<file path="src/core/pad_ctrl_pkg.sv">
// register map, field layout and reset values of the pad control block
package pad_ctrl_pkg;
    // printed register numbers are indices; byte address is four times the index
    localparam logic [7:0] DIR_INDEX = 8'h0B;
    localparam logic [7:0] OUT_INDEX = 8'h0C;
    localparam logic [7:0] ALT_INDEX = 8'h09;
    localparam logic [9:0] DIR_ADDR = {DIR_INDEX, 2'b00};
    localparam logic [9:0] OUT_ADDR = {OUT_INDEX, 2'b00};
    localparam logic [9:0] ALT_ADDR = {ALT_INDEX, 2'b00};
    localparam int NUM_PINS = 7;
    // direction register fields
    localparam int DIR_IEN_LSB = 0;
    localparam int DIR_OEN_LSB = 7;
    localparam int DIR_DRV_LSB = 14;
    // output register fields
    localparam int OUT_LVL_LSB = 0;
    localparam int OUT_PUP_BIT = 7;
    localparam int OUT_IRQ_DRV_LSB = 8;
    localparam int OUT_CLKO_DRV_LSB = 10;
    localparam int OUT_SDO_DRV_LSB = 12;
    localparam int OUT_HI_DRV_LSB = 14;
    // alternative interface control
    localparam int ALT_EN_BIT = 7;
    // reset values, then bus transfer codes
    localparam logic [15:0] DIR_RESET = 16'h007F;
    localparam logic [15:0] OUT_RESET = 16'h0380;
    localparam logic [15:0] ALT_RESET = 16'h0000;
    localparam logic [1:0] HTRANS_NONSEQ = 2'h2;
    localparam logic [2:0] HSIZE_WORD = 3'h2;
endpackage : pad_ctrl_pkg

</file>
<file path="src/core/gpio_pad_control.sv">
// pad control top: ahb-lite registers, seven pins and pad strength outputs
//
// Decided for this implementation: the AHB-Lite register port.
`timescale 1ns/1ps
module gpio_pad_control (
    input wire logic hclk,
    input wire logic hresetn,
    input wire logic hsel,
    input wire logic [31:0] haddr,
    input wire logic [1:0] htrans,
    input wire logic hwrite,
    input wire logic [2:0] hsize,
    input wire logic [31:0] hwdata,
    input wire logic hready,
    output logic [31:0] hrdata,
    output logic hreadyout,
    output logic hresp,
    input wire logic radio_out_of_idle,
    input wire logic crc_cca_valid,
    input wire logic [6:0] pin_i,
    output logic [6:0] pin_o,
    output logic [6:0] pin_oe,
    output logic [6:0] pin_in_level,
    output logic [1:0] low_pins_drive_strength,
    output logic [1:0] high_pins_drive_strength,
    output logic [1:0] serial_out_drive_strength,
    output logic [1:0] clock_out_drive_strength,
    output logic [1:0] irq_drive_strength,
    output logic irq_pullup_enable
);
    // register state and bus phase tracking
    logic [15:0] dir_q;
    logic [15:0] dir_d;
    logic [15:0] out_q;
    logic [15:0] out_d;
    logic [15:0] alt_q;
    logic [15:0] alt_d;
    logic wr_pend_q;
    logic wr_pend_d;
    logic [9:0] wr_addr_q;
    logic [9:0] wr_addr_d;
    logic [31:0] hrdata_q;
    logic [31:0] hrdata_d;
    logic take;
    logic [6:0] pin_oe_en;
    logic [6:0] pin_ien;
    logic [6:0] pin_lvl;
    logic alt_en;

    // word-aligned byte address from a byte address; used by reads and writes
    function automatic logic [9:0] word_addr(input logic [31:0] a);
        word_addr = {a[9:2], 2'b00};
    endfunction : word_addr

    // a transfer is taken only in a nonseq address phase; hsize is ignored, all are words
    assign take = hsel & hready & (htrans == pad_ctrl_pkg::HTRANS_NONSEQ);
    // no wait states ever, every access answers okay
    assign hreadyout = 1'b1;
    assign hresp = 1'b0;
    // read data stands from a flop through the whole data phase
    assign hrdata = hrdata_q;

    // register next state: write lands in data phase, read data sampled in address phase
    always_comb
    begin
        dir_d = dir_q;
        out_d = out_q;
        alt_d = alt_q;
        wr_pend_d = take & hwrite;
        wr_addr_d = word_addr(haddr);
        hrdata_d = hrdata_q;
        // a read right behind a write to the same word still returns the old value
        if (wr_pend_q)
        begin
            if (wr_addr_q == pad_ctrl_pkg::DIR_ADDR)
                dir_d = hwdata[15:0];
            else if (wr_addr_q == pad_ctrl_pkg::OUT_ADDR)
                out_d = hwdata[15:0];
            else if (wr_addr_q == pad_ctrl_pkg::ALT_ADDR)
                alt_d = hwdata[15:0];
        end
        // read data is chosen from the registers as they stand in the address phase
        if (take & ~hwrite)
        begin
            // unmapped addresses read as zero
            if (word_addr(haddr) == pad_ctrl_pkg::DIR_ADDR)
                hrdata_d = {16'h0000, dir_q};
            else if (word_addr(haddr) == pad_ctrl_pkg::OUT_ADDR)
                hrdata_d = {16'h0000, out_q};
            else if (word_addr(haddr) == pad_ctrl_pkg::ALT_ADDR)
                hrdata_d = {16'h0000, alt_q};
            else
                hrdata_d = 32'h0000_0000;
        end
    end

    // reset returns all pins to input and tristates them
    always_ff @(posedge hclk or negedge hresetn)
    begin
        if (!hresetn)
        begin
            dir_q <= pad_ctrl_pkg::DIR_RESET;
            out_q <= pad_ctrl_pkg::OUT_RESET;
            alt_q <= pad_ctrl_pkg::ALT_RESET;
            wr_pend_q <= 1'b0;
            wr_addr_q <= 10'h000;
            hrdata_q <= 32'h0000_0000;
        end
        else
        begin
            dir_q <= dir_d;
            out_q <= out_d;
            alt_q <= alt_d;
            wr_pend_q <= wr_pend_d;
            wr_addr_q <= wr_addr_d;
            hrdata_q <= hrdata_d;
        end
    end

    // status mode flag; only pins 1 and 2 are taken over
    assign alt_en = alt_q[pad_ctrl_pkg::ALT_EN_BIT];

    // pad strength and pull-up fields go straight from flops to the pad ring
    always_comb
    begin
        low_pins_drive_strength = dir_q[pad_ctrl_pkg::DIR_DRV_LSB +: 2];
        high_pins_drive_strength = out_q[pad_ctrl_pkg::OUT_HI_DRV_LSB +: 2];
        serial_out_drive_strength = out_q[pad_ctrl_pkg::OUT_SDO_DRV_LSB +: 2];
        clock_out_drive_strength = out_q[pad_ctrl_pkg::OUT_CLKO_DRV_LSB +: 2];
        irq_drive_strength = out_q[pad_ctrl_pkg::OUT_IRQ_DRV_LSB +: 2];
        // pull-up off leaves the line open drain; the board must supply one
        irq_pullup_enable = out_q[pad_ctrl_pkg::OUT_PUP_BIT];
    end

    // alt mode forces pins 1 and 2 to driven status outputs
    always_comb
    begin
        pin_oe_en = dir_q[pad_ctrl_pkg::DIR_OEN_LSB +: 7];
        pin_ien = dir_q[pad_ctrl_pkg::DIR_IEN_LSB +: 7];
        pin_lvl = out_q[pad_ctrl_pkg::OUT_LVL_LSB +: 7];
        if (alt_en)
        begin
            pin_oe_en[1:0] = 2'h3;
            pin_ien[1:0] = 2'h0;
            pin_lvl[1:0] = {crc_cca_valid, radio_out_of_idle};
        end
    end

    // one pad cell per pin; the cell owns its input capture flop
    genvar g;
    generate
        for (g = 0; g < pad_ctrl_pkg::NUM_PINS; g = g + 1)
        begin : g_pin
            pin_pad u_pad (
                .hclk(hclk),
                .hresetn(hresetn),
                .out_en(pin_oe_en[g]),
                .in_en(pin_ien[g]),
                .level(pin_lvl[g]),
                .pad_i(pin_i[g]),
                .pad_o(pin_o[g]),
                .pad_oe(pin_oe[g]),
                .pad_in_q(pin_in_level[g])
            );
            // each pad on its own: both enables set leaves it undriven
            pad_input_wins_a: assert property (@(posedge hclk) disable iff (!hresetn)
                pin_oe_en[g] && pin_ien[g] |-> !pin_oe[g] && !pin_o[g])
                else $error("pad driven with input enabled");
            pad_drive_a: assert property (@(posedge hclk) disable iff (!hresetn)
                pin_oe_en[g] && !pin_ien[g] |-> pin_oe[g] && pin_o[g] == pin_lvl[g])
                else $error("pad level differs from register");
        end
    endgenerate

    // whole-port checks on the pins and the register bus
    input_wins_a: assert property (@(posedge hclk) disable iff (!hresetn)
        (pin_oe & dir_q[6:0] & ~{5'h00, {2{alt_en}}}) == 7'h00)
        else $error("pin driven while input enabled");
    undriven_low_a: assert property (@(posedge hclk) disable iff (!hresetn)
        (pin_o & ~pin_oe) == 7'h00)
        else $error("level on undriven pin");
    dir_write_a: assert property (@(posedge hclk) disable iff (!hresetn)
        wr_pend_q && wr_addr_q == pad_ctrl_pkg::DIR_ADDR |=> dir_q == $past(hwdata[15:0]))
        else $error("direction write lost");
    out_write_a: assert property (@(posedge hclk) disable iff (!hresetn)
        wr_pend_q && wr_addr_q == pad_ctrl_pkg::OUT_ADDR |=> out_q == $past(hwdata[15:0]))
        else $error("output write lost");
    drive_level_a: assert property (@(posedge hclk) disable iff (!hresetn)
        !alt_en |-> (pin_o == (dir_q[13:7] & ~dir_q[6:0] & out_q[6:0])))
        else $error("pin level mismatch");
    alt_status_a: assert property (@(posedge hclk) disable iff (!hresetn)
        alt_en |-> pin_oe[1:0] == 2'h3 && pin_o[0] == radio_out_of_idle
            && pin_o[1] == crc_cca_valid)
        else $error("alt status pins wrong");
    strength_map_a: assert property (@(posedge hclk) disable iff (!hresetn)
        irq_drive_strength == out_q[9:8] && low_pins_drive_strength == dir_q[15:14])
        else $error("drive strength mismatch");
    read_back_a: assert property (@(posedge hclk) disable iff (!hresetn)
        take && !hwrite && word_addr(haddr) == pad_ctrl_pkg::OUT_ADDR && !wr_pend_q
        |=> hrdata == {16'h0000, $past(out_q)})
        else $error("read data wrong");
    after_reset_a: assert property (@(posedge hclk)
        $rose(hresetn) |-> pin_oe == 7'h00 && irq_pullup_enable)
        else $error("pins not tristated after reset");

    // pads after a reset release: levels low, strengths at their reset codes
    reset_pads_a: assert property (@(posedge hclk)
        $rose(hresetn) |-> pin_o == 7'h00 && irq_drive_strength == 2'h3
            && low_pins_drive_strength == 2'h0 && high_pins_drive_strength == 2'h0
            && serial_out_drive_strength == 2'h0 && clock_out_drive_strength == 2'h0)
        else $error("pad state wrong after reset");
    reset_dir_a: assert property (@(posedge hclk)
        $rose(hresetn) |-> pin_oe == 7'h00 && pin_in_level == 7'h00
            && hrdata == 32'h0000_0000)
        else $error("direction state wrong after reset");

    // output enables follow the direction register outside the status mode
    oe_map_a: assert property (@(posedge hclk) disable iff (!hresetn)
        !alt_en
        |-> pin_oe == (dir_q[13:7] & ~dir_q[6:0]))
        else $error("output enable map wrong");
    // pins neither enabled stay quiet whatever their level bits say
    quiet_pins_a: assert property (@(posedge hclk) disable iff (!hresetn)
        !alt_en && dir_q[13:7] == 7'h00
        |-> pin_oe == 7'h00 && pin_o == 7'h00)
        else $error("disabled pins not quiet");
    alt_others_a: assert property (@(posedge hclk) disable iff (!hresetn)
        alt_en
        |-> pin_oe[6:2] == (dir_q[13:9] & ~dir_q[6:2]))
        else $error("status mode touched pins 3 to 7");

    // input capture; the reset term keeps the release edge out, when the
    // flops are still held and see nothing of the pin
    in_sample_a: assert property (@(posedge hclk) disable iff (!hresetn)
        hresetn && !alt_en && dir_q[6:0] == 7'h7F
        |=> pin_in_level == $past(pin_i))
        else $error("input sample lost");
    // a pin with input off keeps its last sample
    in_hold_a: assert property (@(posedge hclk) disable iff (!hresetn)
        hresetn && !alt_en && dir_q[6:0] == 7'h00
        |=> $stable(pin_in_level))
        else $error("disabled input moved");
    // status pins never sample their pads
    alt_hold_a: assert property (@(posedge hclk) disable iff (!hresetn)
        hresetn && alt_en
        |=> $stable(pin_in_level[1:0]))
        else $error("status pins captured input");

    // a write reaches the pad ring one cycle after its data phase
    low_drv_write_a: assert property (@(posedge hclk) disable iff (!hresetn)
        wr_pend_q && wr_addr_q == pad_ctrl_pkg::DIR_ADDR
        |=> low_pins_drive_strength == $past(hwdata[15:14]))
        else $error("low pin strength write lost");
    high_drv_write_a: assert property (@(posedge hclk) disable iff (!hresetn)
        wr_pend_q && wr_addr_q == pad_ctrl_pkg::OUT_ADDR
        |=> high_pins_drive_strength == $past(hwdata[15:14]))
        else $error("high pin strength write lost");
    pad_drv_write_a: assert property (@(posedge hclk) disable iff (!hresetn)
        wr_pend_q && wr_addr_q == pad_ctrl_pkg::OUT_ADDR
        |=> serial_out_drive_strength == $past(hwdata[13:12])
            && clock_out_drive_strength == $past(hwdata[11:10]))
        else $error("pad strength write lost");
    irq_cfg_write_a: assert property (@(posedge hclk) disable iff (!hresetn)
        wr_pend_q && wr_addr_q == pad_ctrl_pkg::OUT_ADDR
        |=> irq_drive_strength == $past(hwdata[9:8])
            && irq_pullup_enable == $past(hwdata[7]))
        else $error("request pad setting lost");
    level_write_a: assert property (@(posedge hclk) disable iff (!hresetn)
        wr_pend_q && wr_addr_q == pad_ctrl_pkg::OUT_ADDR && !alt_en
        |=> pin_o == ($past(hwdata[6:0]) & dir_q[13:7] & ~dir_q[6:0]))
        else $error("level write not on pins");

    // reads of the other words, and writes that hit nothing
    read_dir_a: assert property (@(posedge hclk) disable iff (!hresetn)
        take && !hwrite && word_addr(haddr) == pad_ctrl_pkg::DIR_ADDR && !wr_pend_q
        |=> hrdata == {16'h0000, $past(dir_q)})
        else $error("direction read wrong");
    read_unmapped_a: assert property (@(posedge hclk) disable iff (!hresetn)
        take && !hwrite && word_addr(haddr) != pad_ctrl_pkg::DIR_ADDR
            && word_addr(haddr) != pad_ctrl_pkg::OUT_ADDR
            && word_addr(haddr) != pad_ctrl_pkg::ALT_ADDR
        |=> hrdata == 32'h0000_0000)
        else $error("unmapped read not zero");
    stray_write_a: assert property (@(posedge hclk) disable iff (!hresetn)
        wr_pend_q && wr_addr_q != pad_ctrl_pkg::DIR_ADDR
            && wr_addr_q != pad_ctrl_pkg::OUT_ADDR && wr_addr_q != pad_ctrl_pkg::ALT_ADDR
        |=> $stable(dir_q) && $stable(out_q) && $stable(alt_q))
        else $error("unmapped write changed a register");
endmodule : gpio_pad_control

</file>
<file path="src/core/pin_pad.sv">
// one general-purpose pin: output gating and input capture
`timescale 1ns/1ps
module pin_pad (
    input wire logic hclk,
    input wire logic hresetn,
    input wire logic out_en,
    input wire logic in_en,
    input wire logic level,
    input wire logic pad_i,
    output logic pad_o,
    output logic pad_oe,
    output logic pad_in_q
);
    logic pad_in_d;

    // input wins when both enables are set; undriven pad ignores level
    always_comb
    begin
        pad_oe = out_en & ~in_en;
        pad_o = pad_oe & level;
        pad_in_d = in_en ? pad_i : pad_in_q;
    end

    // inputs are synchronous; a disabled input holds its last sample
    always_ff @(posedge hclk or negedge hresetn)
    begin
        if (!hresetn)
            pad_in_q <= 1'b0;
        else
            pad_in_q <= pad_in_d;
    end
endmodule : pin_pad

</file>
<file path="config.mk">
export PLATFORM = sky130hd
export DESIGN_NAME = gpio_pad_control
export DESIGN_NICKNAME = d
export VERILOG_FILES = /design/src/core/pad_ctrl_pkg.sv /design/src/core/gpio_pad_control.sv /design/src/core/pin_pad.sv
export SDC_FILE = /design/constraint.sdc
export NUM_CORES = 1
export LEC_CHECK = 0
export BUFFER_PORTS_ARGS = -buffer_cell sky130_fd_sc_hd__buf_2
export CORE_MARGIN = 3
export CORE_UTILIZATION = 44
export CTS_CLUSTER_SIZE = 8
export DETAILED_ROUTE_END_ITERATION = 7
export GPL_ROUTABILITY_DRIVEN = 0
export HOLD_SLACK_MARGIN = 0.15
export PLACE_DENSITY = 0.74
export SLEW_MARGIN = 15
export SYNTH_ARGS = -nofsm -noshare
export SYNTH_HDL_FRONTEND = slang
export SYNTH_SLANG_ARGS = --single-unit
</file>
<file path="constraint.sdc">
create_clock -name hclk -period 2 [get_ports hclk]
set_input_delay 0.1 -clock hclk [delete_from_list [all_inputs] [get_ports hclk]]
set_output_delay 0.1 -clock hclk [all_outputs]
set_load 0.1 [all_outputs]
</file>
# Yosys cells after proc, flatten, opt, wreduce, memory -nomap -nowiden
# Index checks and enable logic that the tools add are counted.
# classes
n_eq_ne,7
muxes,6
bitwise,28
n_reduce_logical,3
# op_table
op,n
$eq A8 B4 Y1 const B,6
$mux W16,3
$and A1 B1 Y1,18
$not A1 Y1,10
$mux W2,3
$reduce_and A4 Y1,1
$reduce_and A3 Y1,1
$eq A2 B2 Y1 const B,1
$reduce_and A2 Y1,1
# word_totals
regBits,96
in_bits,83
out_inout_bits,66

# Longest topological paths before layout
# Gate-level depths: netlist of run 1.
# depth
ltp_word,4
mapped_depth,6
mapped_depth_nobuf,4

# By module
# A second synthesis of run 1 with hierarchy kept.
# unflattened
cells_unflattened,319
hier_area_um2,3997.6
# modules_own_cells
module,instances,cells_each,area_each_um2,seq_area_each_um2
gpio_pad_control,1,291,3585.9,1839.3
pin_pad,7,4,58.8,25.0

# Least setup slack after synthesis of run 1
# No wires, ideal clock.
# synth_path
kind,flip-flop to flip-flop
from,register wr_addr_q[6]
to,register out_q[10]
arrival_time_ns,1.782
required_ns,1.875
path_slack_ns,0.093
stages_incl_launch_ff,6
path_buffers,1
synth_period_minus_slack_ns,1.907
cell_sequence,dfrtp_1 nor4b_2 nand3b_2 nor4b_4 buf_6 mux2_2
# synth_via
elab_chain_len,3
# synth_rtl
element,line_no,source
from (decl),gpio_pad_control.sv:40,logic [9:0] wr_addr_q;
from (signal assigned),gpio_pad_control.sv:115,wr_addr_q <= wr_addr_d;
$eq A8 B4 Y1,gpio_pad_control.sv:75,if (wr_addr_q == pad_ctrl_pkg::DIR_ADDR)
$not A1 Y1 (no source line),n/a,
$reduce_and A3 Y1 (no source line) *,n/a,
to (signal assigned),gpio_pad_control.sv:103,out_q <= pad_ctrl_pkg::OUT_RESET;
to (signal assigned),gpio_pad_control.sv:112,out_q <= out_d;
to (decl),gpio_pad_control.sv:34,logic [15:0] out_q;
# Mark *: on every way between the ends. The rest lies on a longest branch, timed or not.
# A chain may end at the register's enable or synchronous reset.

# Worst setup path after layout of run 1
# Same ends and word-level chain as after synthesis.

==> results by group, run 1 <==
Placement
  – Dpl ws: 55.4 ps
  – Dpl cell area: 0.00405 mm^2
  – HPWL Detailed: 5610 um
  – Port Buffer Count: 87
  – Placed cell count: 457

Floorplan
  – Die height: 98.6 um
  – Initial Utilization: 45.7%
  – Width of the die: 98.6 um
  – Total die area: 0.00972 mm^2
  – Row count: 33
  – # IOs: 149
  – Core ar.: 0.00826 mm^2

CTS
  – Worst-path clk slew: 80 ps
  – CTS tree: built
  – Max H-tree Level: 3
  – Clock Tree Buf Depth: 2
  – Clock Latency Late Sink: 340 ps
  – Root Driver: clkbuf_8
  – # Post-CTS Setup Buffers: 0
  – CTS buffer count: 9
  – Clk sinks: 80

Worst hold path
  – Hold crit path type: primary input to asynchronous set/reset pin

Synthesis
  – Synth cell types: 28
  – Synthesized instance count: 303
  – Seq/Total Area, Yosys: 53.4%
  – Yosys warns: 0
  – Syn Std Cell Area: 0.00377 mm^2
  – Synth Area per Inst: 12.5 um^2
  – Register bit total from synthesis: 80

Worst setup path
  – Critical path class: register to register
  – Worst r2r path cells: 5
  – Critical Path Source Type: register
  – Max Fanout on Critical Path: 7
  – Flop2flop setup slack: 100 ps
  – Worst path required time: 2230 ps
  – FF-to-FF Start: wr_addr_q[6]
  – Critical path endpoint category: register
  – Critical path arrival: 2130 ps
  – Worst Setup SP: wr_addr_q[6]
  – R2R Path End: out_q[10]

Layout
  – Final instance area: 0.00465 mm^2
  – Layout cell share with drive strength beyond 1: 45.1%
  – Synth-to-Final Area Change: 23.3%
  – Most common cell after layout, fill and taps aside: buf_2
  – Diodes inserted: 0
  – Fin cells: 506
  – Final #Nets: 480
  – Filler cell count: 725
  – Most frequent cells in the layout: 86 x buf_2, 70 x dfrtp_1, 54 x mux2_2, 34 x dlygate4sd3_1

Routing
  – Routed Antenna Nets: 0
  – WL final: 8100 um
  – Drt drc: 0
  – TritonRoute pass-1 iters: 4
  – DRT iter0 DRCs: 94
  – Number of vias per cell: 4.99
  – WL per Instance: 16.0 um
  – Via count: 2,527

STA
  – Max Transition Viols Final: 0
  – Final setup viols: 0
  – RSZ-0062 raised after global routing: false
  – Final Skew: 7.06 ps
  – Fin Setup TNS: 0 ps
  – Final Critical Period: 1900 ps
  – Final setup margin: 95.0 ps
  – Least-Margin Pin Slew: 776 ps
  – Hold Violations, Final: 0
  – Slew HR: 48.3%
  – FMAX: 525 MHz
  – Period utilization: 95.2%

Power
  – Final Power: 3550 uW
  – VDD IR max: 0.341 mV
  – Leak: 0.00235 uW
  – Power Dens Cells: 762 mW/mm^2

Status
  – Status: complete, no violations

Global route
  – First-pass GRT wire length: 13,500 um
  – Antenna violations before repair: 0
  – Vias in the first global route: 2,645
  – Total gr overflow: 0
  – Largest net degree at the start of global routing: 52
  – Gr usage total: 17.5%

Run
  – Max_cap viols: 0
[synth_stat cells]
cell type	count	area (um^2)
nand2_1	18	67.6
o21ai_0	17	85.1
and2_1	7	43.8
nor4_1	1	6.26
inv_1	3	11.3
and4bb_2	1	12.5
a2bb2oi_1	16	140
clkbuf_1	11	41.3
nor4b_4	2	47.6
dfrtp_1	70	1750
nand3b_2	1	11.3
nand3b_1	2	15.0
and4b_1	1	10.0
a21o_1	2	15.0
mux2_2	54	608
nand4b_1	1	8.76
a22oi_1	16	120
mux2_1	1	11.3
buf_1	1	3.75
nor4b_2	1	15.0
nor2b_1	7	43.8
nor2_1	1	3.75
o21ai_1	1	5.00
conb_1	2	7.51
dfstp_2	10	263
buf_6	2	22.5
nand2b_1	3	18.8
buf_4	51	383
[routing by layer]
layer / vias up / part of all wire [%] / routed length [um] / global-route usage (%)
li1: 1185 / - / - / -
met1: 1262 / 42 / 3370 / 21.9
met2: 66 / 52 / 4200 / 30.0
met3: 14 / 4.3 / 351 / 2.76
met4: 0 / 2.1 / 168 / 7.56
met5: - / 0 / 0 / 0
[area by class of cell]
| type | instances | area (um^2) | share of cell area (%) |
|---|---|---|---|
| clock buffer | 12 | 155 | 3.33 |
| timing repair buffer | 132 | 877 | 18.8 |
| multi-input combinational | 171 | 1370 | 29.5 |
| tap | 105 | 131 | 2.82 |
| clock inverter | 3 | 90.1 | 1.94 |
| sequential | 80 | 2010 | 43.3 |
| inverter | 3 | 11.3 | 0.242 |
[state kept, by name, indices dropped and copies added, names as in the netlist]
| name | cells |
|---|---|
| alt_q | 16 |
| dir_q | 16 |
| hrdata | 16 |
| g_pin.u_pad.pad_in_q | 7 |
| wr_addr_q | 8 |
| wr_pend_q | 1 |
| out_q | 16 |
[kinds of logic after synthesis]
family                 count (synthesis)  synth area share [%]
AND/OR/NAND/NOR                       46                  8.06
other                                  2                 0.199
multiplexers                          55                  16.4
buffers and inverters                 68                  12.2
flip-flops                            80                  53.4
AO/OA/AOI/OAI                         52                  9.68
[power by group]
group	internal, uW	switching (uW)	total [uW]	leakage [uW]
clock	892	562	1450	0.000123
sequential	1640	15.4	1660	0.00105
combinational	111	325	435	0.00118
[timing repair]
item,4_1_cts,5_1_grt
gates resized for setup,0,3
hold buffers,34,0
setup endpoints to repair,0,7
endpoints found under the hold margin,138,0
[worst max-delay path, cell delays in order (launching register included)]
cell	delay (ps)
dfrtp_1	400
nor4b_4	330
nand3b_4	150
nor4b_4	330
buf_4	230
mux2_2	340
[through the flow]
stage               hold slack, ps  util, %
floorplan                     -196        -
global placement              46.9     49.0
detailed placement            52.2     49.0
CTS                            221     56.1
global route                   242     56.3
finish                         215     56.3
[worst max path at each step]
stage	to	depth (start not counted)	slack [ps]
finish	out_q[10]	5	100
global route	out_q[3]	5	7
CTS	out_q[12]	5	30
detailed placement	out_q[5]	5	60
global placement	out_q[6]	5	80
floorplan	out_q[10]	5	90
Power figures use the tool's default switching activity.
==> run 2, diff against run 1 <==
Settings changed: ABC_AREA from default to 1, CORE_UTILIZATION 44 to 45, PLACE_DENSITY 0.74 to 0.75, SLEW_MARGIN 15 to 20.
==> run 2 against run 1 <==
Effect of this change: critical path type is now register to output port; die area increased by 3.0%; highest routed layer unchanged; total power is 3.2% lower; synthesized area increased by 5.6%; critical path depth is 1 lower; clock power is 17% lower; non-clock buffer count is the same; sequential share of layout area shrank 1.2 points; via count grew 30%.
==> results by group, run 2 <==
Status
  – Status: complete, no violations

Worst hold path
  – Hold crit path type: primary input to asynchronous set/reset pin

Routing
  – Via count: 3,286
  – Number of vias per cell: 4.90
  – WL final: 9530 um
  – TritonRoute pass-1 iters: 4
  – WL per Instance: 14.2 um
  – Routed Antenna Nets: 0
  – Drt drc: 0
  – DRT iter0 DRCs: 159

Synthesis
  – Syn Std Cell Area: 0.00398 mm^2
  – Synth cell types: 24
  – Yosys warns: 0
  – Most frequent cell after synthesis: nand2_1
  – Cell taking the most area after synthesis: dfrtp_1
  – Post-synth top flop: dfrtp_1
  – Post-synth EDFFs: 0
  – Area contributors post-synth: dfrtp_1 44%, nand2_1 13%, nand3_1 10%, buf_4 9.2%, dfstp_2 6.6%
  – Register bit total from synthesis: 80
  – Synth Area per Inst: 8.47 um^2
  – Share of flip-flops with an asynchronous set or reset: 100%
  – Synthesized instance count: 470
  – Top cells by count, synth: 133 x nand2_1, 82 x nand3_1, 70 x dfrtp_1
  – Seq/Total Area, Yosys: 50.6%
  – Area share of the largest cell type after synthesis: 44.0%

Power
  – Leak: 0.00257 uW
  – Seq pwr share: 48.7%
  – P_int: 2360 uW
  – Clk pwr share: 34.9%
  – Power Dens Cells: 717 mW/mm^2
  – Switching Share: 31.3%
  – Share of power burned in combinational logic: 16.4%
  – VDD IR max: 0.273 mV
  – Final Power: 3430 uW
  – Psw: 1070 uW

Placement
  – Port Buffer Count: 87
  – HPWL Detailed: 6300 um

Layout
  – Layout cell share with drive strength beyond 1: 25.3%
  – Most frequent cells in the layout: 133 x nand2_1, 86 x buf_2, 82 x nand3_1, 70 x dfrtp_1, 39 x inv_1
  – Filler cell count: 760
  – Synth-to-Final Area Change: 20.2%
  – Final #Nets: 644
  – Storage element area: 0.00201 mm^2
  – Diodes inserted: 0
  – Multi-input combinational cell area: 0.00141 mm^2
  – Most common cell after layout, fill and taps aside: nand2_1

STA
  – Slew HR: 63.8%
  – RSZ-0062 raised after global routing: false
  – Hold Violations, Final: 0
  – FMAX: 578 MHz
  – Final Skew: 10.7 ps
  – Final setup viols: 0
  – Period utilization: 86.5%
  – Fin Setup TNS: 0 ps
  – Final Critical Period: 1730 ps
  – Least-Margin Pin Slew: 544 ps
  – Max Transition Viols Final: 0

Worst setup path
  – Critical path arrival: 1630 ps
  – Critical-path cell list: inv_1, nand2_1, o21ai_0, buf_2
  – Cell family with most CP delay: buffers and inverters
  – Critical path class: register to output port
  – Critical Path Source Type: register
  – Worst path required time: 1900 ps
  – Max Fanout on Critical Path: 7
  – Slowest cell delay on critical path: 460 ps
  – Critical path endpoint category: output port
  – Worst path bufs/invs: 2
  – Crit path max-delay cell type: dfrtp_1

Global route
  – First-pass GRT wire length: 16,000 um
  – Antenna violations before repair: 0
  – Vias in the first global route: 3,304
  – Largest net degree at the start of global routing: 49
  – Total gr overflow: 0
  – Gr usage total: 20.3%

Floorplan
  – Core ar.: 0.00842 mm^2
  – Initial Utilization: 47.3%
  – Width of the die: 100 um
  – Die height: 100 um
  – Total die area: 0.0100 mm^2
  – # IOs: 149
  – Row count: 33

Run
  – Max_cap viols: 0

CTS
  – CTS buffer count: 9
  – Worst-path clk slew: 90 ps
  – Clock Tree Buf Depth: 2
  – Root Driver: clkbuf_8
  – # Post-CTS Setup Buffers: 0
  – Clock Latency Late Sink: 350 ps
  – Max H-tree Level: 3
  – Clk sinks: 80
  – CTS tree: built
-- run 2: cell types whose count changed after synthesis, sizes merged, moves of 5 or more --
| cell | previous run | this run |
|---|---|---|
| a22oi | 16 | 0 |
| nor3b | 0 | 6 |
| nor2b | 7 | 0 |
| and2 | 7 | 0 |
| buf | 54 | 62 |
| clkbuf | 11 | 6 |
| a2bb2oi | 16 | 0 |
| inv | 3 | 40 |
| o21ai | 18 | 36 |
| nand2 | 18 | 134 |
| nand3 | 0 | 83 |
| mux2 | 55 | 5 |
| nor2 | 1 | 9 |
-- run 2: logic make-up after synthesis --
logic type,synth area share [%]
muxes,1.41
and+or+nand+nor,26.9
buffers and inverters,15.5
other,0.189
DFF,50.6
AOI/OAI and AO/OA,5.37
-- run 2: power by group through the flow --
stage	Combinational, uW	Sequential (uW)	Clock, uW
floorplan	403	1740	0
global placement	505	1700	0
detailed placement	512	1700	0
CTS	564	1670	1230
global route	595	1680	1300
finish	563	1670	1200
-- run 2: through the flow --
stage	hold WS [ps]	setup slack, ps	cells	cell area (um^2)	util (%)
4_1_cts	280	239	671	4790	56.8
6_report	263	270	671	4790	56.8
3_3_place_gp	118	430	620	4230	50.3
5_1_grt	318	183	671	4790	56.8
3_5_place_dp	126	375	620	4230	50.3
2_1_floorplan	-196	619	486	4040	-
-- run 2: layout make-up --
class | instances | area share, %
clock buffer | 9 | 2.59
clock inverter | 7 | 1.65
inverter | 40 | 3.14
multi-input combinational | 298 | 29.5
sequential | 80 | 42.1
tap | 105 | 2.74
timing repair buffer | 132 | 18.3
-- run 2: worst paths after layout --
check | slack (ps) | depth (start not counted) | start | endpoint
min in group hclk | 300 | 6 | hwrite | hrdata[11]
max in group asynchronous | 1050 | 3 | hresetn | dir_q[6]
min reg2reg | 480 | 2 | hrdata[12] | hrdata[12]
max | 270 | 4 | alt_q[7] | pin_o[1]
max reg2reg | 390 | 7 | wr_addr_q[6] | out_q[6]
min | 260 | 2 | hresetn | dir_q[8]
-- run 2: repair_timing --
item / in CTS / in global routing
hold endpoints to repair: 105 / 0
hold buffers: 35 / 0
gates resized for setup: 0 / 0
-- run 2: routing by layer --
| metal | GRT usage, % | part of all wire, % | vias to the layer above |
|---|---|---|---|
| li1 | - | - | 1622 |
| met1 | 26.7 | 43 | 1528 |
| met3 | 3.89 | 7.0 | 15 |
| met4 | 7.67 | 2.0 | 0 |
| met2 | 33.4 | 48 | 121 |
| met5 | 0 | 0 | - |
==> run 3, diff against run 2 <==
Settings changed: CELL_PAD_IN_SITES_DETAIL_PLACEMENT from default to 1, CELL_PAD_IN_SITES_GLOBAL_PLACEMENT from default to 2, CORE_UTILIZATION 45 to 25, PLACE_DENSITY 0.75 to 0.74.
==> run 3 against run 2 <==
Effect of this change: routed wire length up 25%; sequential power barely moved; total power increased by 13%; largest power group unchanged; first-iteration DRC count down 8.8%; final area is 5.0% higher; combinational power increased by 2%; maximum frequency shrank 3.4%; register-to-register slack worse by 60 ps; critical path type is now primary input to register; worst hold slack better by 17 ps.
==> results by group, run 3 (same netlist as run 2, synthesis figures left out) <==
Floorplan
  – Die height: 132 um
  – Initial Utilization: 25.9%
  – # IOs: 149
  – Width of the die: 132 um
  – Core ar.: 0.0154 mm^2
  – Total die area: 0.0175 mm^2
  – Row count: 45

CTS
  – Clk sinks: 80
  – CTS-repair resized insts: 0
  – Worst-path clk slew: 70 ps
  – Clock Tree Buf Depth: 2
  – Max H-tree Level: 3
  – Clock Latency Late Sink: 330 ps
  – CTS tree: built
  – Root Driver: clkbuf_16
  – CTS buffer count: 9

Placement
  – Port Buffer Count: 87
  – HPWL Detailed: 8020 um
  – Dpl cell area: 0.00438 mm^2
  – Dpl ws: 303 ps

Routing
  – Drt drc: 0
  – WL per Instance: 15.4 um
  – DRT iter0 DRCs: 145
  – TritonRoute pass-1 iters: 4
  – WL final: 11,900 um
  – Via count: 3,368
  – Number of vias per cell: 4.33
  – Routed Antenna Nets: 0

Layout
  – Most common cell after layout, fill and taps aside: nand2_1
  – Final Core Density: 32.7%
  – Most frequent cells in the layout: 133 x nand2_1, 86 x buf_2, 82 x nand3_1, 70 x dfrtp_1, 39 x inv_1
  – Synth-to-Final Area Change: 26.2%
  – Final #Nets: 645
  – Final instance area: 0.00502 mm^2
  – Layout cell share with drive strength beyond 1: 25.4%
  – Diodes inserted: 0

STA
  – RSZ-0062 raised after global routing: false
  – Period utilization: 89.5%
  – Final setup viols: 0
  – Slew HR: 56.7%
  – Max Transition Viols Final: 0
  – Least-Margin Pin Slew: 648 ps
  – Hold Violations, Final: 0
  – Final Critical Period: 1790 ps
  – Fin Setup TNS: 0 ps
  – FMAX: 559 MHz
  – Final Skew: 9.31 ps
  – Final setup margin: 210 ps

Worst setup path
  – Worst r2r path cells: 7
  – Critical path endpoint category: register
  – Critical path arrival: 2050 ps
  – Worst path required time: 2260 ps
  – Max Fanout on Critical Path: 2
  – Critical Path Source Type: primary input
  – Critical path class: primary input to register

Global route
  – Largest net degree at the start of global routing: 49
  – Vias in the first global route: 3,730
  – First-pass GRT wire length: 19,500 um
  – Gr usage total: 14.1%
  – Total gr overflow: 0
  – Antenna violations before repair: 0

Run
  – Max_cap viols: 0

Power
  – VDD IR max: 0.411 mV
  – Leak: 0.00263 uW
  – Power Dens Cells: 774 mW/mm^2

Worst hold path
  – Hold crit path type: primary input to asynchronous set/reset pin

Status
  – Status: complete, no violations
run 3: cell count changes in the layout (fill, tap and decap cells not counted), sizes merged:
cell	before	now
inv	42	41
buf	97	98
clkinvlp	3	1
clkinv	1	4
run 3: critical path, cell delays in order:
cell and delay, ps:
dlygate4sd3_1 520, buf_2 110, nand2_1 50, dlygate4sd3_1 550, nor3_1 150, dlygate4sd3_1 570
run 3: what timing repair did:
action                     in CTS  in global routing
hold buffers                   35                  0
hold endpoints to repair       99                  0
setup buffers                   0                  0
setup endpoints to repair       0                  0
run 3: metrics by stage:
stage                     std cells  hold slack [ps]  power (uW)
after detailed placement        727              116        2230
after global routing            778              326        4060
final                           778              280        3890
after floorplan                 486             -196        2140
after CTS                       778              296        3940
after global placement          727              111        2220
run 3: worst paths after layout:
kind	slack [ps]	startpoint	to
min in group hclk	420	htrans[0]	hrdata[0]
setup reg to reg	330	wr_addr_q[7]	out_q[4]
max in group asynchronous	1030	hresetn	dir_q[3]
setup / recovery	210	hready	wr_pend_q
hold reg to reg	480	hrdata[0]	hrdata[0]
hold / removal	280	hresetn	g_pin[5].u_pad.pad_in_q
run 3: final cells by class:
| type | instances | area [um^2] |
|---|---|---|
| multi-input cells | 298 | 1420 |
| inverters | 40 | 150 |
| repair buffers | 133 | 883 |
| flip-flops and latches | 80 | 2010 |
| fillers | 1837 | 10300 |
| well taps | 211 | 264 |
| clock inverters | 7 | 70.1 |
| clock buffers | 9 | 225 |
run 3: routing by layer:
metal	vias up	track usage, %	share of wire, %
li1	1623	-	-
met1	1646	17.1	44
met2	86	25.3	50
met3	13	2.75	4.2
met4	0	4.39	1.4
met5	-	0	0
run 3: where the power goes:
group          total, uW  switching (uW)  internal, uW  leakage (uW)
Clock               1640             673           967      0.000146
Combinational        574             453           120       0.00164
Sequential          1670            21.3          1650      0.000847
Total               3890            1150          2740       0.00263
